--- config.mk ---
export PLATFORM = sky130hd
export DESIGN_NAME = kbc_host_port
export DESIGN_NICKNAME = d
export VERILOG_FILES = /design/src/inc/kbc_pkg.sv /design/src/inc/kbc_fifo_if.sv /design/src/core/kbc_fifo.sv /design/src/core/kbc_host_port.sv
export VERILOG_INCLUDE_DIRS = /design/src /design/src/inc
export SDC_FILE = /design/constraint.sdc
export NUM_CORES = 1
export LEC_CHECK = 0
export ABC_AREA = 1
export BUFFER_PORTS_ARGS = -buffer_cell sky130_fd_sc_hd__buf_2
export CAP_MARGIN = 0
export CORE_UTILIZATION = 35
export DETAILED_ROUTE_END_ITERATION = 16
export HOLD_SLACK_MARGIN = 0.08
export PLACE_DENSITY = 0.62
export SYNTH_ARGS = -nofsm -noshare
export SYNTH_HDL_FRONTEND = slang
export SYNTH_SLANG_ARGS = --single-unit
--- constraint.sdc ---
create_clock -name clk_i -period 3.3 [get_ports clk_i]
set_clock_uncertainty 0.05 [all_clocks]
set_input_delay 0.66 -clock clk_i [delete_from_list [all_inputs] [get_ports clk_i]]
set_output_delay 0.66 -clock clk_i [all_outputs]
set_load 0.01 [all_outputs]
--- src/inc/kbc_map.svh ---
// Port addresses, command codes, field positions and reset values of the host port
// How it works
// - Receive keyboard bytes, check parity, translate codes
// - Each keyboard byte with good parity readable at data port, F0 prefix folded when translating
// - Raise interrupt when enabled, else hold byte
// - Reading command port returns status byte
// - Bytes written to command port are commands
// - Test-password command reports password presence
// - Presence answer is FA, absence F1
// - Load-password discards old password, anytime outside secure mode
// - Password bytes via data port, zero ends
// - Enable-security enters secure mode, nothing forwarded
// - Secure mode only with stored password
// - Secure mode compares key stream to password
// - No keyboard or mouse data until match
// - Full match restores state, resumes forwarding
// - No password readback; replace any number times
// - All host commands ignored while secure
`ifndef KBC_MAP_SVH
`define KBC_MAP_SVH
`define KBC_DATA_PORT 16'h0060
`define KBC_CMD_PORT 16'h0064
`define KBC_OP_RD_CFG 8'h20
`define KBC_OP_WR_CFG 8'h60
`define KBC_OP_PW_TEST 8'hA4
`define KBC_OP_PW_LOAD 8'hA5
`define KBC_OP_PW_ENABLE 8'hA6
`define KBC_OP_AUX_OFF 8'hA7
`define KBC_OP_AUX_ON 8'hA8
`define KBC_OP_SELF_TEST 8'hAA
`define KBC_ANS_PW_PRESENT 8'hFA
`define KBC_ANS_PW_ABSENT 8'hF1
`define KBC_ANS_SELF_OK 8'h55
`define KBC_PW_END 8'h00
`define KBC_BREAK_CODE 8'hF0
`define KBC_BREAK_BIT 8'h80
`define KBC_CFG_RESET 8'h40
`define KBC_CFG_KIRQ 0
`define KBC_CFG_MIRQ 1
`define KBC_CFG_SYSF 2
`define KBC_CFG_KDIS 4
`define KBC_CFG_MDIS 5
`define KBC_CFG_XLAT 6
`define KBC_PW_DEPTH 8
`define KBC_FIFO_DEPTH 8
`define KBC_FRAME_BITS 4'hA
`endif

--- src/inc/kbc_pkg.sv ---
// Types shared by the keyboard controller host port
package kbc_pkg;
   typedef enum logic [1:0] {
      KBC_CMD_IDLE = 2'b00,
      KBC_CMD_WCFG = 2'b01,
      KBC_CMD_LOAD = 2'b10
   } kbc_cmd_state_type;
   typedef enum logic {
      KBC_RX_IDLE = 1'b0,
      KBC_RX_BITS = 1'b1
   } kbc_rx_state_type;
endpackage
--- src/inc/kbc_fifo_if.sv ---
// Valid/ready carrier between the host port and its keyboard byte FIFO
`timescale 1ns/1ps
interface kbc_fifo_if #(parameter int W = 8);
   logic wr_valid;
   logic wr_ready;
   logic [W-1:0] wr_data;
   logic rd_valid;
   logic rd_ready;
   logic [W-1:0] rd_data;
   modport ctrl (output wr_valid, output wr_data, input wr_ready,
                 input rd_valid, input rd_data, output rd_ready);
   modport store (input wr_valid, input wr_data, output wr_ready,
                  output rd_valid, output rd_data, input rd_ready);
endinterface

--- src/core/kbc_fifo.sv ---
// Keyboard byte FIFO with valid/ready on both sides
`timescale 1ns/1ps
module kbc_fifo #(
   parameter int W = 8,
   parameter int D = 8
) (
   // Clock and reset
   input wire logic clk_i,
   input wire logic resetn_i,
   // Both sides of the queue
   kbc_fifo_if.store q
);
   localparam int AW = $clog2(D);
   typedef struct packed {
      logic [D-1:0][W-1:0] mem;
      logic [AW-1:0] wp;
      logic [AW-1:0] rp;
      logic [AW:0] cnt;
   } kbc_fifo_state_type;
   kbc_fifo_state_type cur_ff;
   kbc_fifo_state_type nxt_cur;
   logic push;
   logic pop;

   // Full and empty come straight from the held count
   assign q.wr_ready = (cur_ff.cnt != (AW+1)'(D));
   assign q.rd_valid = (cur_ff.cnt != '0);
   assign q.rd_data = cur_ff.mem[cur_ff.rp];
   assign push = q.wr_valid && q.wr_ready;
   assign pop = q.rd_valid && q.rd_ready;

   // Pointer and count update
   always_comb begin
      nxt_cur = cur_ff;
      if (push) begin
         nxt_cur.mem[cur_ff.wp] = q.wr_data;
         nxt_cur.wp = (cur_ff.wp == AW'(D-1)) ? '0 : cur_ff.wp + 1'b1;
      end
      if (pop) begin
         nxt_cur.rp = (cur_ff.rp == AW'(D-1)) ? '0 : cur_ff.rp + 1'b1;
      end
      if (push && !pop) begin
         nxt_cur.cnt = cur_ff.cnt + 1'b1;
      end else if (pop && !push) begin
         nxt_cur.cnt = cur_ff.cnt - 1'b1;
      end
   end

   // State register
   always_ff @(posedge clk_i or negedge resetn_i) begin
      if (!resetn_i) begin
         cur_ff <= '0;
      end else begin
         cur_ff <= nxt_cur;
      end
   end

   a_fifo_bound: assert property (@(posedge clk_i) disable iff (!resetn_i)
      cur_ff.cnt <= (AW+1)'(D)) else $error("fifo count beyond depth");
endmodule // kbc_fifo

--- src/core/kbc_host_port.sv ---
// Keyboard controller host port: receiver, command decoder and password lock
`timescale 1ns/1ps
`include "kbc_map.svh"
module kbc_host_port (
   // Clock and reset
   input wire logic clk_i,
   input wire logic resetn_i,
   // Host I/O cycle
   input wire logic [15:0] io_addr_i,
   input wire logic io_rd_i,
   input wire logic io_wr_i,
   input wire logic [7:0] io_wdata_i,
   output logic [7:0] io_rdata_o,
   // Interrupts to the host
   output logic irq_kbd_o,
   output logic irq_mouse_o,
   // Keyboard serial pins
   input wire logic kbd_clk_i,
   input wire logic kbd_data_i,
   output logic kbd_clk_o,
   output logic kbd_clk_oe_n_o,
   // Mouse bytes from the mouse receiver
   input wire logic [7:0] mouse_data_i,
   input wire logic mouse_valid_i,
   output logic mouse_ready_o,
   // Configuration lines toward the mouse side
   output logic mouse_disable_o
);
   typedef struct packed {
      logic kclk_s1;
      logic kclk_s2;
      logic kdat_s1;
      logic kdat_s2;
      logic kclk_q;
      kbc_pkg::kbc_rx_state_type rx_st;
      logic [3:0] rx_cnt;
      logic [9:0] rx_sh;
      logic brk;
      logic perr;
      kbc_pkg::kbc_cmd_state_type cmd_st;
      logic [7:0] cfg;
      logic obf;
      logic aux;
      logic [7:0] obuf;
      logic resp_pend;
      logic [7:0] resp;
      logic cd;
      logic ibf;
      logic [7:0] rdata;
      logic [`KBC_PW_DEPTH-1:0][7:0] pw;
      logic [3:0] pw_len;
      logic [3:0] pw_idx;
      logic secure;
   } kbc_state_type;

   kbc_state_type cur_ff;
   kbc_state_type nxt_cur;
   kbc_fifo_if #(.W(8)) kq ();

   logic wr_data_port;
   logic wr_cmd_port;
   logic rd_data_port;
   logic rd_cmd_port;
   logic kfall;
   logic rx_done;
   logic rx_par_ok;
   logic [7:0] rx_byte;
   logic [7:0] pw_cur;
   logic [7:0] pw_first;
   logic out_free;
   logic [7:0] status;

   kbc_fifo #(
      .W(8),
      .D(`KBC_FIFO_DEPTH)
   ) u_fifo (
      .clk_i(clk_i),
      .resetn_i(resetn_i),
      .q(kq.store)
   );

   // Port decode of the host cycle
   assign wr_data_port = io_wr_i && (io_addr_i == `KBC_DATA_PORT);
   assign wr_cmd_port = io_wr_i && (io_addr_i == `KBC_CMD_PORT);
   assign rd_data_port = io_rd_i && (io_addr_i == `KBC_DATA_PORT);
   assign rd_cmd_port = io_rd_i && (io_addr_i == `KBC_CMD_PORT);

   // Frame decode: falling keyboard clock after synchronising, odd parity
   assign kfall = cur_ff.kclk_q && !cur_ff.kclk_s2;
   assign rx_done = kfall && (cur_ff.rx_st == kbc_pkg::KBC_RX_BITS) &&
                    (cur_ff.rx_cnt == `KBC_FRAME_BITS - 4'h1);
   // At the stop edge nine bits have shifted in: data in [8:1], parity in [9]
   assign rx_byte = cur_ff.rx_sh[8:1];
   assign rx_par_ok = ^cur_ff.rx_sh[9:1];

   // Password bytes under comparison
   assign pw_cur = cur_ff.pw[cur_ff.pw_idx[2:0]];
   assign pw_first = cur_ff.pw[0];

   // Output buffer may be refilled only while empty and not locked
   assign out_free = !cur_ff.obf && !cur_ff.secure;

   // Status byte as the host sees it on the command port
   assign status = {cur_ff.perr, 1'b0, cur_ff.obf && cur_ff.aux, cur_ff.secure,
                    cur_ff.cd, cur_ff.cfg[`KBC_CFG_SYSF], cur_ff.ibf, cur_ff.obf};

   // Handshakes: pending answers first, then keys, then mouse
   assign kq.rd_ready = out_free && !cur_ff.resp_pend;
   assign mouse_ready_o = out_free && !cur_ff.resp_pend && !kq.rd_valid;

   // Keyboard clock is held low when the queue is full or keys are disabled
   assign kbd_clk_o = 1'b0;
   assign kbd_clk_oe_n_o = kq.wr_ready && !cur_ff.cfg[`KBC_CFG_KDIS];
   assign mouse_disable_o = cur_ff.cfg[`KBC_CFG_MDIS];

   // Interrupt lines follow the full buffer when enabled; otherwise host polls
   assign irq_kbd_o = cur_ff.obf && !cur_ff.aux && cur_ff.cfg[`KBC_CFG_KIRQ];
   assign irq_mouse_o = cur_ff.obf && cur_ff.aux && cur_ff.cfg[`KBC_CFG_MIRQ];
   assign io_rdata_o = cur_ff.rdata;

   // Next state of the whole controller
   always_comb begin
      nxt_cur = cur_ff;
      kq.wr_valid = 1'b0;
      kq.wr_data = rx_byte;
      // Two-stage synchronisers; stage two and its delayed copy kclk_q feed logic
      nxt_cur.kclk_s1 = kbd_clk_i;
      nxt_cur.kclk_s2 = cur_ff.kclk_s1;
      nxt_cur.kdat_s1 = kbd_data_i;
      nxt_cur.kdat_s2 = cur_ff.kdat_s1;
      nxt_cur.kclk_q = cur_ff.kclk_s2;
      nxt_cur.ibf = io_wr_i; // Each write is consumed in one cycle

      // Serial receiver: start, eight data, parity, stop
      case (cur_ff.rx_st)
         kbc_pkg::KBC_RX_IDLE: begin
            if (kfall && !cur_ff.kdat_s2) begin
               nxt_cur.rx_st = kbc_pkg::KBC_RX_BITS;
               nxt_cur.rx_cnt = 4'h0;
            end
         end
         kbc_pkg::KBC_RX_BITS: begin
            if (kfall) begin
               nxt_cur.rx_sh = {cur_ff.kdat_s2, cur_ff.rx_sh[9:1]};
               nxt_cur.rx_cnt = cur_ff.rx_cnt + 4'h1;
               if (rx_done) begin
                  nxt_cur.rx_st = kbc_pkg::KBC_RX_IDLE;
               end
            end
         end
         default: begin
            nxt_cur.rx_st = kbc_pkg::KBC_RX_IDLE;
         end
      endcase

      // Completed frame: parity, lock comparison or translation
      if (rx_done) begin
         nxt_cur.perr = !rx_par_ok;
         if (rx_par_ok && cur_ff.secure) begin
            // Keys go to the comparator and never to the host
            if (rx_byte == pw_cur) begin
               if (cur_ff.pw_idx + 4'h1 == cur_ff.pw_len) begin
                  nxt_cur.secure = 1'b0;
                  nxt_cur.pw_idx = 4'h0;
               end else begin
                  nxt_cur.pw_idx = cur_ff.pw_idx + 4'h1;
               end
            end else begin
               nxt_cur.pw_idx = (rx_byte == pw_first) ? 4'h1 : 4'h0;
            end
         end else if (rx_par_ok && cur_ff.cfg[`KBC_CFG_XLAT] &&
                      rx_byte == `KBC_BREAK_CODE) begin
            nxt_cur.brk = 1'b1; // Break prefix folds into the next code
         end else if (rx_par_ok) begin
            kq.wr_valid = 1'b1;
            if (cur_ff.cfg[`KBC_CFG_XLAT] && cur_ff.brk) begin
               kq.wr_data = rx_byte | `KBC_BREAK_BIT;
            end
            nxt_cur.brk = 1'b0;
         end
      end

      // Host reads: data pops the buffer, command port shows status
      if (rd_data_port) begin
         nxt_cur.rdata = cur_ff.obuf;
         nxt_cur.obf = 1'b0;
      end else if (rd_cmd_port) begin
         nxt_cur.rdata = status;
      end

      // Refill the output buffer; a byte stays until read
      if (out_free && cur_ff.resp_pend) begin
         nxt_cur.obf = 1'b1;
         nxt_cur.aux = 1'b0;
         nxt_cur.obuf = cur_ff.resp;
         nxt_cur.resp_pend = 1'b0;
      end else if (kq.rd_valid && kq.rd_ready) begin
         nxt_cur.obf = 1'b1;
         nxt_cur.aux = 1'b0;
         nxt_cur.obuf = kq.rd_data;
      end else if (mouse_valid_i && mouse_ready_o) begin
         nxt_cur.obf = 1'b1;
         nxt_cur.aux = 1'b1;
         nxt_cur.obuf = mouse_data_i;
      end

      // Host writes: command port decodes, data port feeds pending command
      if (io_wr_i) begin
         nxt_cur.cd = wr_cmd_port;
      end
      if (wr_cmd_port && !cur_ff.secure) begin // Locked port takes no command
         nxt_cur.cmd_st = kbc_pkg::KBC_CMD_IDLE;
         if (io_wdata_i == `KBC_OP_RD_CFG) begin
            nxt_cur.resp_pend = 1'b1;
            nxt_cur.resp = cur_ff.cfg;
         end else if (io_wdata_i == `KBC_OP_WR_CFG) begin
            nxt_cur.cmd_st = kbc_pkg::KBC_CMD_WCFG;
         end else if (io_wdata_i == `KBC_OP_PW_TEST) begin
            nxt_cur.resp_pend = 1'b1;
            nxt_cur.resp = (cur_ff.pw_len != 4'h0) ?
                           `KBC_ANS_PW_PRESENT : `KBC_ANS_PW_ABSENT;
         end else if (io_wdata_i == `KBC_OP_PW_LOAD) begin
            nxt_cur.pw_len = 4'h0; // Old pattern is gone at once
            nxt_cur.cmd_st = kbc_pkg::KBC_CMD_LOAD;
         end else if (io_wdata_i == `KBC_OP_PW_ENABLE) begin
            if (cur_ff.pw_len != 4'h0) begin
               nxt_cur.secure = 1'b1;
               nxt_cur.pw_idx = 4'h0;
            end
         end else if (io_wdata_i == `KBC_OP_AUX_OFF) begin
            nxt_cur.cfg[`KBC_CFG_MDIS] = 1'b1;
         end else if (io_wdata_i == `KBC_OP_AUX_ON) begin
            nxt_cur.cfg[`KBC_CFG_MDIS] = 1'b0;
         end else if (io_wdata_i == `KBC_OP_SELF_TEST) begin
            nxt_cur.resp_pend = 1'b1;
            nxt_cur.resp = `KBC_ANS_SELF_OK;
         end
         // Any other code, readback of the password included, does nothing
      end else if (wr_data_port && !cur_ff.secure) begin
         // Data bytes are taken on trust that the host waited for input-empty
         case (cur_ff.cmd_st)
            kbc_pkg::KBC_CMD_WCFG: begin
               nxt_cur.cfg = io_wdata_i;
               nxt_cur.cmd_st = kbc_pkg::KBC_CMD_IDLE;
            end
            kbc_pkg::KBC_CMD_LOAD: begin
               // Pattern is stored as sent; host supplies scan codes
               if (io_wdata_i == `KBC_PW_END) begin
                  nxt_cur.cmd_st = kbc_pkg::KBC_CMD_IDLE;
               end else if (cur_ff.pw_len != 4'(`KBC_PW_DEPTH)) begin
                  nxt_cur.pw[cur_ff.pw_len[2:0]] = io_wdata_i;
                  nxt_cur.pw_len = cur_ff.pw_len + 4'h1;
               end
            end
            default: begin
               nxt_cur.cmd_st = kbc_pkg::KBC_CMD_IDLE;
            end
         endcase
      end
   end

   // State register; a locked controller keeps every other setting intact
   always_ff @(posedge clk_i or negedge resetn_i) begin
      if (!resetn_i) begin
         cur_ff <= '0;
         cur_ff.kclk_s1 <= 1'b1;
         cur_ff.kclk_s2 <= 1'b1;
         cur_ff.kclk_q <= 1'b1;
         cur_ff.kdat_s1 <= 1'b1;
         cur_ff.kdat_s2 <= 1'b1;
         cur_ff.cfg <= `KBC_CFG_RESET;
      end else begin
         cur_ff <= nxt_cur;
      end
   end

   a_pw_query_answer: assert property (@(posedge clk_i) disable iff (!resetn_i)
      (wr_cmd_port && !cur_ff.secure && io_wdata_i == `KBC_OP_PW_TEST) |=>
      cur_ff.resp_pend && cur_ff.resp == ((cur_ff.pw_len != 4'h0) ?
      `KBC_ANS_PW_PRESENT : `KBC_ANS_PW_ABSENT))
      else $error("password query answer wrong");

   a_lock_needs_pw: assert property (@(posedge clk_i) disable iff (!resetn_i)
      $rose(cur_ff.secure) |-> cur_ff.pw_len != 4'h0)
      else $error("secure mode without password");

   a_lock_withholds: assert property (@(posedge clk_i) disable iff (!resetn_i)
      cur_ff.secure && !$past(cur_ff.secure) |-> !kq.rd_ready && !mouse_ready_o ##1
      (!cur_ff.obf || $stable(cur_ff.obuf)))
      else $error("data passed while locked");

   a_lock_cmd_ignore: assert property (@(posedge clk_i) disable iff (!resetn_i)
      (cur_ff.secure && io_wr_i) |=> $stable(cur_ff.cfg) && $stable(cur_ff.cmd_st) &&
      $stable(cur_ff.pw_len))
      else $error("command taken while locked");

   a_load_clears_pw: assert property (@(posedge clk_i) disable iff (!resetn_i)
      (wr_cmd_port && !cur_ff.secure && io_wdata_i == `KBC_OP_PW_LOAD) |=>
      cur_ff.pw_len == 4'h0 && cur_ff.cmd_st == kbc_pkg::KBC_CMD_LOAD)
      else $error("password load did not start");

   a_zero_ends_load: assert property (@(posedge clk_i) disable iff (!resetn_i)
      (wr_data_port && !cur_ff.secure && cur_ff.cmd_st == kbc_pkg::KBC_CMD_LOAD &&
      io_wdata_i == `KBC_PW_END) |=> cur_ff.cmd_st == kbc_pkg::KBC_CMD_IDLE &&
      $stable(cur_ff.pw_len))
      else $error("zero byte did not end load");

   a_status_read: assert property (@(posedge clk_i) disable iff (!resetn_i)
      rd_cmd_port |=> io_rdata_o == $past(status))
      else $error("status read wrong");

   a_data_read: assert property (@(posedge clk_i) disable iff (!resetn_i)
      (rd_data_port && cur_ff.obf) |=> io_rdata_o == $past(cur_ff.obuf) && !cur_ff.obf)
      else $error("data read wrong");

   a_match_unlocks: assert property (@(posedge clk_i) disable iff (!resetn_i)
      (rx_done && rx_par_ok && cur_ff.secure && rx_byte == pw_cur &&
      cur_ff.pw_idx + 4'h1 == cur_ff.pw_len) |=> !cur_ff.secure)
      else $error("match did not unlock");

   a_parity_flag: assert property (@(posedge clk_i) disable iff (!resetn_i)
      (rx_done && !rx_par_ok) |=> cur_ff.perr ##1 1'b1)
      else $error("parity error not flagged");
endmodule // kbc_host_port

Word-level counts from Yosys, hierarchy flattened
Cells that the tools add are included.
Widths: inputs -> output; s select.
{ "word_totals": {"elab_cells": 244, "in_bits": 39, "output_inout_bits": 14, "regBits": 208} }
{ "op_classes": {"n_bitwise": 4, "reduce_logical": 64, "addsub": 7, "eq_ne": 37, "muxes": 83, "magnitude_cmp": 6} }
{ "op_table": {"columns": ["operator", "count"], "rows": [
  ["$bwmux 64", 2],
  ["$mux 9", 12],
  ["$mux 8", 12],
  ["$eq 8x8->1 const B", 7],
  ["$bmux 8 s3", 2],
  ["$demux 8 s3", 2],
  ["$mux 4", 11],
  ["$mux 10", 4],
  ["$mux 5", 7],
  ["$eq 16x7->1 const B", 2],
  ["$logic_and 1x1->1", 30],
  ["$mux 1", 20],
  ["$add 4x1->4 const B", 4],
  ["$eq 8x8->1", 2],
  ["$lt 3x4->1 const B", 4],
  ["$ne 2x2->1 const B", 8],
  ["$reduce_and 8->1", 2],
  ["$mux 15", 1],
  ["$ne 3x3->1 const B", 5],
  ["$mux 2", 7],
  ["$reduce_bool 2->1", 7],
  ["$reduce_bool 4->1", 3],
  ["$logic_not 1->1", 11],
  ["$pmux 5 s2", 1],
  ["22 further kinds", 35]
]} }

Longest topological paths before layout
Gate-level depths: netlist of the first run.
{ "depth": {"word_depth": 13, "depth_mapped": 22, "mapped_depth_nobuf": 21} }

Modules after synthesis
A second synthesis of the first run with hierarchy kept.
{ "unflattened": {"hier_cells": 1532, "hier_area_um2": 11593.6} }
{ "modules_own_cells": {"columns": ["module", "area_per_inst_um2", "instances", "seq_area_each_um2", "cells_each"], "rows": [
  ["kbc_host_port", 7333.3, 1, 3335.7, 947],
  ["kbc_fifo", 4260.3, 1, 1851.8, 585]
]} }

Worst setup path after synthesis of the first run
OpenSTA, ideal clock, no wires.
{ "synth_timing": {"kind": "register -> register", "startpoint": "reg cur_ff[116] (netlist bit)", "endpoint": "reg u_fifo.cur_ff[3] (netlist bit)", "arrival_time_ps": 3321, "setup_time_ps": 121, "path_buffers": 1, "stages_incl_launch_ff": 23, "synth_period_minus_slack_ps": 3493, "slack_ps": -193, "path_cell_list": "dfrtp_1 inv_1 clkbuf_1 ha_1 xor2_1 xor2_1 inv_1 nand2_1 nand2_1 inv_1 nand2_1 nor2_1 nand2_1 nor2_1 ha_1 inv_1 ha_1 a21o_1 a21oi_1 nor2_1 nor2_1 nand2_1 xor2_1"} }
{ "synth_via": {"elab_chain_cells": 10, "elab_cells_between_ends": 15} }
{ "synth_lines": {"columns": ["element", "line_no", "rtl"], "rows": [
  ["start, declared", "kbc_host_port.sv:56", "kbc_state_type cur_ff;"],
  ["start signal, assigned", "kbc_host_port.sv:273", "cur_ff <= nxt_cur;"],
  ["$reduce_xor 9->1", "kbc_host_port.sv:94", "assign rx_par_ok = ^cur_ff.rx_sh[9:1];"],
  ["$logic_and 1x1->1", "kbc_host_port.sv:171", "end else if (rx_par_ok && cur_ff.cfg[`KBC_CFG_XLAT] &&"],
  ["$logic_and 1x1->1 (no source line)", null, null],
  ["$mux 1", "kbc_host_port.sv:171", null],
  ["$mux 1 (*)", "kbc_host_port.sv:159", "if (rx_par_ok && cur_ff.secure) begin"],
  ["$mux 1 (*)", "kbc_host_port.sv:157", "if (rx_done) begin"],
  ["$logic_and 1x1->1 (*)", "kbc_fifo.sv:29", "assign push = q.wr_valid && q.wr_ready;"],
  ["via u_fifo.push", "kbc_fifo.sv:22", "logic push;"],
  ["$logic_not 1->1", "kbc_fifo.sv:44", "end else if (pop && !push) begin"],
  ["$logic_and 1x1->1", "kbc_fifo.sv:44", null],
  ["$reduce_bool 2->1 (no source line)", null, null],
  ["end signal, assigned", "kbc_fifo.sv:54", "cur_ff <= nxt_cur;"],
  ["end, declared", "kbc_fifo.sv:20", "kbc_fifo_state_type cur_ff;"]
]} }
Mark *: on every way through the listed nets, which the timed path passes. The rest lies on a longest branch.
A chain may end at the register's enable or synchronous reset.

Worst setup path in the final report of the first run
{ "layout_timing": {"startpoint": "reg cur_ff[117] (netlist bit)", "endpoint": "reg u_fifo.cur_ff[3] (netlist bit)"} }
The elaborated chain is that of the path after synthesis.

==> run_results.csv, run 1 <==
group,metric,value,unit
status,outcome,"finished clean",
finish,syn2layout_area_growth,17.2,%
grt,grt_overflow_total,0,
clock_network,clock-sinks,207,
power_and_ir_drop,power.total,6.25,mW
logic_synthesis,yosysSeqAreaShare,0.510,
clock_network,cts_tree,"yes",
setup_path,rr_endpoint,"u_fifo.cur_ff[3]",
clock_network,clk_pin_slew,0.06,ns
clock_network,root_buffer,"clkbuf_16",
detailed_routing,drtAntennaViolNets,0,
timing,drv_slew,0,
logic_synthesis,syn_inst,1274,
clock_network,cts_buffer_depth,3,
finish,diodes,0,
setup_path,cp.required,3.67,ns
logic_synthesis,syn_area,10200,µm²
grt,grt_pass1_vias,8137,
setup_path,rr_startpoint,"cur_ff[117]",
clock_network,clk_latency,0.53,ns
detailed_routing,drt-total-wl,26000,µm
logic_synthesis,yosys.cell_types.count,37,
grt,grt.total_usage,0.182,
power_and_ir_drop,ir_worst_vdd,0.393,mV
setup_path,cpLargestDelayFamily,"adder cells",
logic_synthesis,ys_warn_count,0,
detailed_routing,viasPerCell,4.86,
min_path,hp-class,"in -> async",
finish,nets,1398,
timing,period_share,0.921,
clock_network,hold_buffers,0,
grt,antenna_found_initial,0,
timing,fmax,0.329,GHz
grt,grt_start_max_net_pins,92,
setup_path,crit_path_top_delay_cell,"dfrtp_1",
placement,port-buffer-count,51,
timing,slew_headroom,0.306,
detailed_routing,wl_per_cell,14.9,µm
timing,setup_violations,0,
setup_path,critPathBufInv,4,
power_and_ir_drop,leakage,5.66,nW
clock_network,cts_buffers,24,
timing,fin_crit,3.04,ns
placement,gp_congestion,0.859,
setup_path,r2r_cells,21,
finish,final_layout_size_suffix_gt1_frac,0.124,
floorplan,die_w,172,µm
finish,final_cells,1744,
setup_path,cp-start-kind,"flop",
setup_path,startpoint,"cur_ff[117]",
detailed_routing,drt_pass1_iterations,5,
finish,final_common_cell,"nand2_1",
floorplan,ios,53,
grt,grt_pass1_wl,42900,µm
floorplan,fp.dieArea,29800,µm²
setup_path,crit_end,"u_fifo.cur_ff[3]",
floorplan,row_count,62,
placement,place_hpwl,17900,µm
setup_path,worstSetupPathType,"reg -> reg",
setup_path,critPathArrivalTime,3.40,ns
power_and_ir_drop,powerDensity,524,nW/µm²
floorplan,die_h,172,µm
setup_path,r2r_slack,0.26,ns
setup_path,worst_path_largest_cell_delay,0.35,ns
logic_synthesis,ys_seq_elements,207,
setup_path,worstPathCellList,"inv_1, ha_1, xor2_1, xor2_1, inv_1, nand2_1, nand2_2, inv_2, nand2_2, nor2_4, nand2_2, nor2_4, ha_4, inv_1, ha_1, a21o_1, a21oi_2, nor2_1, nor2_1, nand2_1, xor2_1",
logic_synthesis,syn-num-nets,1330,
setup_path,crit_path_end_kind,"flop",
flow_run,drv_cap,0,
placement,numPlacedInstances,1693,
detailed_routing,vias,8470,
setup_path,cp_max_fo,3,
floorplan,coreArea,28600,µm²
floorplan,start_util,0.355,
detailed_routing,drt_first_iter_violations,686,
detailed_routing,drc,0,
clock_network,htree_levels,1,
finish,final_cell_mix,"nand2_1 (347), dfrtp_1 (201), o21ai_0 (200), inv_1 (112), nor2_1 (101)",
timing,worstMarginPinSlew,1.04,ns
setup_path,path_depth,21,
logic_synthesis,avgSynthCellArea,7.99,µm²
timing,hold_viol_final,0,
metal layers:
layer | global-route usage | wire [µm] | up-vias
met5 | 0 | 0 | -
met1 | 0.249 | 12400 | 3955
li1 | - | - | 4314
met2 | 0.304 | 12000 | 162
met3 | 0.0222 | 932 | 39
met4 | 0.0504 | 659 | 0
logic make-up (layout without fill, tap and decap cells):
kind of cell | count (synthesis) | count (layout) | synth area share
compound gates | 263 | 263 | 0.140
flops | 207 | 207 | 0.510
buf+inv | 179 | 265 | 0.0702
other cells | 1 | 1 | 0.000369
mux | 1 | 1 | 0.00111
xor+xnor | 22 | 22 | 0.0189
simple gates | 584 | 584 | 0.237
fa+ha+maj | 17 | 17 | 0.0216
synth_stat cells, drive strengths merged:
cell / instances / area, µm²
nor3: 13 / 65.1
mux2: 1 / 11.3
o22ai: 11 / 68.8
a31oi: 3 / 18.8
o2111ai: 1 / 8.76
nand3: 89 / 445
clkinv: 3 / 11.3
o21ai: 200 / 1000
dfstp: 6 / 158
a2bb2oi: 1 / 8.76
nor4: 7 / 58.8
buf: 18 / 110
and3: 1 / 7.51
a21o: 1 / 7.51
inv: 115 / 432
clkbuf: 43 / 161
fa: 1 / 20.0
nand2: 350 / 1310
o211ai: 9 / 67.6
o21a: 2 / 15.0
o221ai: 13 / 114
or2: 3 / 18.8
nand3b: 1 / 7.51
nand4: 16 / 100
xor2: 15 / 131
xnor2: 7 / 61.3
a21oi: 20 / 104
a22oi: 2 / 15.0
ha: 16 / 200
conb: 1 / 3.75
dfrtp: 201 / 5030
nor2: 104 / 398
registers in the layout, indices dropped and copies added (netlist names):
register         cells
io_rdata_o           8
mouse_disable_o      1
cur_ff             116
u_fifo.cur_ff       74
pw_first             8
power breakdown:
group | switching, mW | internal, mW | total (mW)
Clock | 1.07 | 1.61 | 2.68
Sequential | 0.0595 | 2.60 | 2.66
Combinational | 0.594 | 0.325 | 0.919
Total | 1.72 | 4.53 | 6.25
timing repair:
action	4_1_cts	5_1_grt
buffers inserted	0	7
endpoints found under the setup margin	0	1
resized for setup	0	9
per-stage QoR:
stage | instance area (µm²) | utilization | setup slack [ns] | hold slack, ns | setup TNS [ns]
after floorplan | 10200 | - | 0.00128 | 0.295 | 0
after global placement | 11000 | 0.385 | 0.135 | 0.297 | 0
after detailed placement | 11000 | 0.385 | 0.0343 | 0.297 | 0
after CTS | 11800 | 0.414 | 0.0284 | 0.180 | 0
after global routing | 11900 | 0.417 | -0.0241 | 0.191 | -0.0241
final | 11900 | 0.417 | 0.262 | 0.133 | 0
layout make-up:
cell class	instances	area [µm²]
clock buffer	32	681
clock inverter	12	130
fill	2869	16700
inverter	118	443
multi-input combinational	888	4320
sequential	207	5190
tap	384	480
timing repair buffer	103	679
worst min-delay path by stage:
| stage | end | slack [ns] | cells past startpoint |
|---|---|---|---|
| 5_1_grt | cur_ff[82] | 0.19 | 1 |
| 6_report | cur_ff[94] | 0.13 | 1 |
| 3_3_place_gp | cur_ff[130] | 0.30 | 0 |
| 2_1_floorplan | cur_ff[130] | 0.30 | 0 |
| 3_5_place_dp | cur_ff[132] | 0.30 | 0 |
| 4_1_cts | io_rdata_o[3] | 0.18 | 1 |
No activity file was read; power rests on OpenSTA's default activity.
==> inputs of run 2 (changes only) <==
PLACE_DENSITY = default   (was 0.62)
PLACE_DENSITY_LB_ADDON = 0.05   (was default)
SKIP_CTS_REPAIR_TIMING = 1   (was default)
SYNTH_HIERARCHICAL = 1   (was default)
==> run_results.csv, run 2 <==
group,metric,value,unit
setup_path,worstPathCellList,"inv_1, ha_1, xnor2_1, xnor2_1, xor2_1, nand2_1, nor2_2, nand2_1, inv_2, nand2_1, inv_2, ha_1, inv_1, ha_4, or2_2, nand2_1, nand2_1, nand3_1, nand2_1",
power_and_ir_drop,ir_worst_vdd,0.468,mV
power_and_ir_drop,leakage,6.63,nW
detailed_routing,drt_first_iter_violations,580,
logic_synthesis,ys_seq_elements,207,
placement,gp_congestion,0.811,
finish,final_cell_mix,"nand2_1 (591), dfrtp_1 (200), nand3_1 (135), inv_1 (123), nor2_1 (109)",
power_and_ir_drop,p_switching,1.85,mW
logic_synthesis,synth_top_family_by_area,"simple AND/OR/NAND/NOR gates",
setup_path,worst_path_largest_cell_delay,0.37,ns
setup_path,worstSetupPathType,"reg -> reg",
timing,hold_viol_final,0,
setup_path,rr_endpoint,"u_fifo/cur_ff[3]",
logic_synthesis,synth-compound-area-share,0.0433,
logic_synthesis,netlist_top_cells_count,"nand2_1 (591), dfrtp_1 (201), nand3_1 (136), inv_1 (124), nor2_1 (110)",
logic_synthesis,yosys.cell_types.count,51,
logic_synthesis,synth_xor_area_frac,0.0174,
finish,syn2layout_area_growth,12.1,%
power_and_ir_drop,switching_share,0.289,
timing,fin_crit,3.02,ns
finish,largest_register_ffs,116,
logic_synthesis,synth_edf_count,0,
finish,seqCellArea,5190,µm²
detailed_routing,drt-total-wl,34100,µm
power_and_ir_drop,power.total,6.39,mW
finish,nets,1619,
setup_path,startpoint,"cur_ff[116]",
power_and_ir_drop,intPower,4.54,mW
detailed_routing,drc,0,
floorplan,die_h,184,µm
grt,grt_start_max_net_pins,85,
detailed_routing,viasPerCell,4.80,
logic_synthesis,synth_mux_area_frac,0.000863,
floorplan,start_util,0.356,
placement,port-buffer-count,51,
setup_path,crit_path_top_delay_cell,"dfrtp_1",
detailed_routing,drtAntennaViolNets,0,
logic_synthesis,avgSynthCellArea,7.57,µm²
logic_synthesis,synthAdderAreaFrac,0.0190,
timing,fmax,0.331,GHz
floorplan,row_count,66,
setup_path,r2r_cells,19,
timing,worstMarginPinSlew,0.820,ns
power_and_ir_drop,powerDensity,492,nW/µm²
logic_synthesis,post-synth-top-count-cell,"nand2_1",
clock_network,cts_buffers,27,
finish,max_flop_register,"cur_ff",
clock_network,clk_pin_slew,0.06,ns
logic_synthesis,yosysSeqAreaShare,0.447,
finish,reg_top3,"cur_ff: 116 flops, u_fifo/cur_ff: 74 flops",
setup_path,cp_max_fo,4,
detailed_routing,drt_pass1_iterations,5,
logic_synthesis,syn_inst,1532,
clock_network,clock-sinks,207,
setup_path,critPathBufInv,4,
flow_run,drv_cap,0,
placement,place_hpwl,22800,µm
grt,grt.total_usage,0.207,
logic_synthesis,synthTopCellsByArea,"dfrtp_1 (43%), nand2_1 (19%), nand3_1 (5.9%)",
detailed_routing,vias,9718,
clock_network,root_buffer,"clkbuf_16",
finish,fillers,3519,
setup_path,cp-start-kind,"flop",
grt,grt_overflow_total,0,
floorplan,coreArea,32500,µm²
finish,finish.utilization,0.399,
logic_synthesis,synth_top_cell_area_share,0.434,
finish,fin_area,13000,µm²
timing,drv_slew,0,
logic_synthesis,syn-num-nets,1588,
setup_path,cp.required,3.68,ns
power_and_ir_drop,seq_power_share,0.416,
floorplan,die_w,184,µm
power_and_ir_drop,pwr-share-comb,0.160,
setup_path,rr_startpoint,"cur_ff[116]",
floorplan,fp.dieArea,33900,µm²
finish,final_layout_size_suffix_gt1_frac,0.122,
setup_path,path_depth,19,
finish,multiInputGateArea,5320,µm²
finish,diodes,0,
logic_synthesis,synthArstFlopShare,1.00,
clock_network,cts_buffer_depth,3,
logic_synthesis,syn_area,11600,µm²
grt,grt_pass1_vias,9529,
placement,placedInstanceArea,12200,µm²
setup_path,crit_path_end_kind,"flop",
timing,setup_violations,0,
status,outcome,"finished clean",
min_path,hp-class,"in -> async",
logic_synthesis,synth_top_area_cell,"dfrtp_1",
clock_network,clk_latency,0.54,ns
setup_path,critPathArrivalTime,3.40,ns
clock_network,cts_tree,"yes",
logic_synthesis,synth_ff_type,"dfrtp_1",
setup_path,crit_end,"u_fifo/cur_ff[3]",
setup_path,r2r_slack,0.28,ns
finish,final_common_cell,"nand2_1",
logic_synthesis,ys_warn_count,6,
clock_network,htree_levels,1,
grt,antenna_found_initial,0,
setup_path,cp_common_cell,"nand2_1",
power_and_ir_drop,clkPwrFrac,0.424,
floorplan,ios,53,
detailed_routing,wl_per_cell,16.9,µm
setup_path,cpLargestDelayFamily,"simple AND/OR/NAND/NOR gates",
timing,slew_headroom,0.451,
timing,period_share,0.916,
logic_synthesis,yosys.area_share.simple,0.376,
grt,grt_pass1_wl,54600,µm
[run 2: changes by cell type in the layout (fill, tap and decap cells not counted), sizes merged, moves of 9 or more]
cell	previous run	this run
nand2	350	607
o21ai	200	40
nand4	16	79
nand3	89	145
inv	116	137
nor2	104	122
buf	102	86
clkbuf	33	45
o22ai	11	2
[run 2: final cells by class]
cell class / instances / share of cell area
multi-input combinational: 1101 / 0.409
sequential: 207 / 0.399
clock buffer: 45 / 0.0603
timing repair buffer: 86 / 0.0454
tap: 442 / 0.0426
inverter: 140 / 0.0416
clock inverter: 3 / 0.00144
[run 2: metrics by stage]
step | hold slack, ns | TNS [ns] | cells | setup slack, ns
floorplan | 0.295 | 0 | 1532 | 0.0700
global placement | 0.299 | 0 | 1975 | 0.158
detailed placement | 0.297 | 0 | 1975 | 0.116
CTS | 0.0976 | 0 | 2023 | 0.116
global route | 0.113 | -0.00232 | 2024 | -0.00232
finish | 0.0739 | 0 | 2024 | 0.277
[run 2: power by group through the flow]
stage / sequential [mW] / combinational, mW / clock, mW
after global routing: 2.67 / 1.13 / 2.91
after floorplan: 2.70 / 0.617 / 0
after detailed placement: 2.70 / 1.03 / 0
after global placement: 2.70 / 1.04 / 0
after CTS: 2.66 / 1.03 / 2.80
final: 2.66 / 1.02 / 2.71
[run 2: cells by family after synthesis]
| group | after synthesis |
|---|---|
| xor gates and xnor gates | 23 |
| AOI/OAI and AO/OA | 81 |
| muxes | 1 |
| adders and majority gates | 17 |
| DFF | 207 |
| buffers and inverters | 224 |
| other | 1 |
| and+or+nand+nor | 978 |
[run 2: how the worst min path moves through the flow]
| stage | start | cells after the start | to | slack, ns |
|---|---|---|---|---|
| after CTS | resetn_i | 1 | io_rdata_o[7] | 0.1 |
| final | resetn_i | 1 | io_rdata_o[7] | 0.07 |
| after detailed placement | cur_ff[133] | 0 | cur_ff[132] | 0.30 |
| after global routing | resetn_i | 1 | io_rdata_o[7] | 0.11 |
| after global placement | cur_ff[131] | 0 | cur_ff[130] | 0.30 |
| after floorplan | cur_ff[131] | 0 | cur_ff[130] | 0.30 |
[run 2: layer usage]
metal,wire length [µm],track usage,vias up
met4,599,0.0433,0
met2,16100,0.339,129
li1,-,-,4945
met1,16500,0.292,4605
met5,0,0,-
met3,1000,0.0240,39
==> inputs of run 3 (changes only) <==
CELL_PAD_IN_SITES_DETAIL_PLACEMENT = 0   (was default)
CELL_PAD_IN_SITES_GLOBAL_PLACEMENT = 1   (was default)
==> run_results.csv, run 3 (synthesized netlist as in run 2, its figures left out) <==
group,metric,value,unit
grt,grt_pass1_vias,9673,
floorplan,row_count,66,
timing,hold_viol_final,0,
finish,fillers,3528,
finish,final_layout_size_suffix_gt1_frac,0.126,
placement,place_hpwl,23300,µm
setup_path,cp.required,3.67,ns
finish,final_cells,2024,
floorplan,fp.dieArea,33900,µm²
clock_network,cts_buffers,26,
timing,fin_crit,3.04,ns
finish,reg_top3,"cur_ff: 116 flops, u_fifo/cur_ff: 74 flops",
clock_network,cts_buffer_depth,3,
power_and_ir_drop,powerDensity,497,nW/µm²
timing,slew_headroom,0.379,
detailed_routing,vias,9816,
grt,antenna_found_initial,0,
finish,syn2layout_area_growth,12.5,%
grt,grt_start_max_net_pins,74,
status,outcome,"finished clean",
clock_network,clk_pin_slew,0.06,ns
setup_path,rr_startpoint,"cur_ff[117]",
min_path,holdPathStages,1,
finish,final_common_cell,"nand2_1",
finish,diodes,0,
timing,drv_slew,0,
detailed_routing,drt-total-wl,34600,µm
timing,holdWs,0.180,ns
grt,grt_pass1_wl,55700,µm
detailed_routing,drt_first_iter_violations,502,
floorplan,ios,53,
detailed_routing,drt_pass1_iterations,5,
placement,port-buffer-count,51,
clock_network,htree_levels,1,
detailed_routing,drtAntennaViolNets,0,
setup_path,critPathArrivalTime,3.41,ns
power_and_ir_drop,leakage,6.65,nW
power_and_ir_drop,ir_worst_vdd,0.386,mV
detailed_routing,viasPerCell,4.85,
clock_network,root_buffer,"clkbuf_16",
setup_path,r2r_slack,0.26,ns
grt,grt_overflow_total,0,
finish,final_cell_mix,"nand2_1 (591), dfrtp_1 (200), nand3_1 (135), inv_1 (122), nor2_1 (109)",
timing,period_share,0.922,
clock_network,clock-sinks,207,
floorplan,die_w,184,µm
finish,nets,1623,
finish,finish.utilization,0.401,
timing,rsz0062_at_grt,"no",
placement,numPlacedInstances,1978,
setup_path,crit_path_end_kind,"flop",
placement,gp_congestion,0.794,
floorplan,coreArea,32500,µm²
grt,grt.total_usage,0.211,
finish,max_flop_register,"cur_ff",
clock_network,cts_tree,"yes",
min_path,hold_end,"cur_ff[131]",
detailed_routing,drc,0,
flow_run,drv_cap,0,
setup_path,r2r_cells,19,
timing,worstMarginPinSlew,0.928,ns
min_path,hp-class,"in -> reg",
timing,fmax,0.329,GHz
floorplan,die_h,184,µm
setup_path,cp-start-kind,"flop",
finish,largest_register_ffs,116,
clock_network,clk_latency,0.53,ns
min_path,hold_start,"kbd_data_i",
timing,tns,0,ns
setup_path,worstSetupPathType,"reg -> reg",
floorplan,start_util,0.356,
setup_path,rr_endpoint,"u_fifo/cur_ff[3]",
detailed_routing,wl_per_cell,17.1,µm
setup_path,cp_max_fo,4,
timing,setup_violations,0,
==> run 3: cell types whose count changed in the layout (fill, tap and decap cells not counted), sizes merged <==
cell	previous run	this run
inv	137	136
buf	86	90
clkbuf	45	43
dlygate4sd3	0	1
clkinv	6	4
==> run 3: routing by layer <==
layer,wire length (µm),GRT usage,vias up
met2,16200,0.353,118
li1,-,-,4977
met4,635,0.0423,0
met5,0,0,-
met3,936,0.0212,39
met1,16900,0.295,4682
==> run 3: worst max path at each step <==
stage / end / startpoint / cells after the start / slack [ns]
5_1_grt: u_fifo/cur_ff[3] / cur_ff[117] / 19 / 0.04
6_report: u_fifo/cur_ff[3] / cur_ff[117] / 19 / 0.26
4_1_cts: u_fifo/cur_ff[3] / cur_ff[117] / 19 / 0.06
3_5_place_dp: u_fifo/cur_ff[3] / cur_ff[117] / 19 / 0.05
3_3_place_gp: u_fifo/cur_ff[3] / cur_ff[117] / 19 / 0.15
2_1_floorplan: u_fifo/cur_ff[3] / cur_ff[117] / 20 / 0.07
==> run 3: worst max-delay path: stages, from the launching register on <==
cell and delay, ns:
dfrtp_1 0.38, inv_1 0.10, ha_1 0.25, xnor2_1 0.17, xnor2_1 0.15, xor2_1 0.22
nand2_1 0.11, nor2_2 0.15, nand2_1 0.09, inv_2 0.08, nand2_1 0.08, inv_2 0.14
ha_4 0.15, inv_2 0.06, ha_4 0.22, or2_2 0.30, nand2_1 0.07, nand2_1 0.05
nand3_1 0.06, nand2_1 0.05
==> run 3: per-stage QoR <==
step	cell area, µm²	setup slack [ns]	power, mW
global placement	12200	0.147	3.76
global route	13000	0.0390	6.77
floorplan	11600	0.0700	3.32
CTS	13000	0.0614	6.54
detailed placement	12200	0.0509	3.75
finish	13000	0.256	6.48
==> run 3: power by group <==
part | switching [mW] | total [mW] | internal (mW) | leakage [nW]
registers | 0.0584 | 2.66 | 2.60 | 2.78
clock network | 1.10 | 2.74 | 1.64 | 0.394
logic | 0.693 | 1.08 | 0.389 | 3.49
total | 1.85 | 6.48 | 4.63 | 6.65
==> run 3: cell type report <==
class	instances	area, µm²	area share
Inverter	140	541	0.0415
Timing Repair Buffer	91	618	0.0474
Sequential cell	207	5190	0.398
Tap cell	442	553	0.0424
Multi-Input combinational cell	1101	5330	0.409
Clock buffer	43	806	0.0618
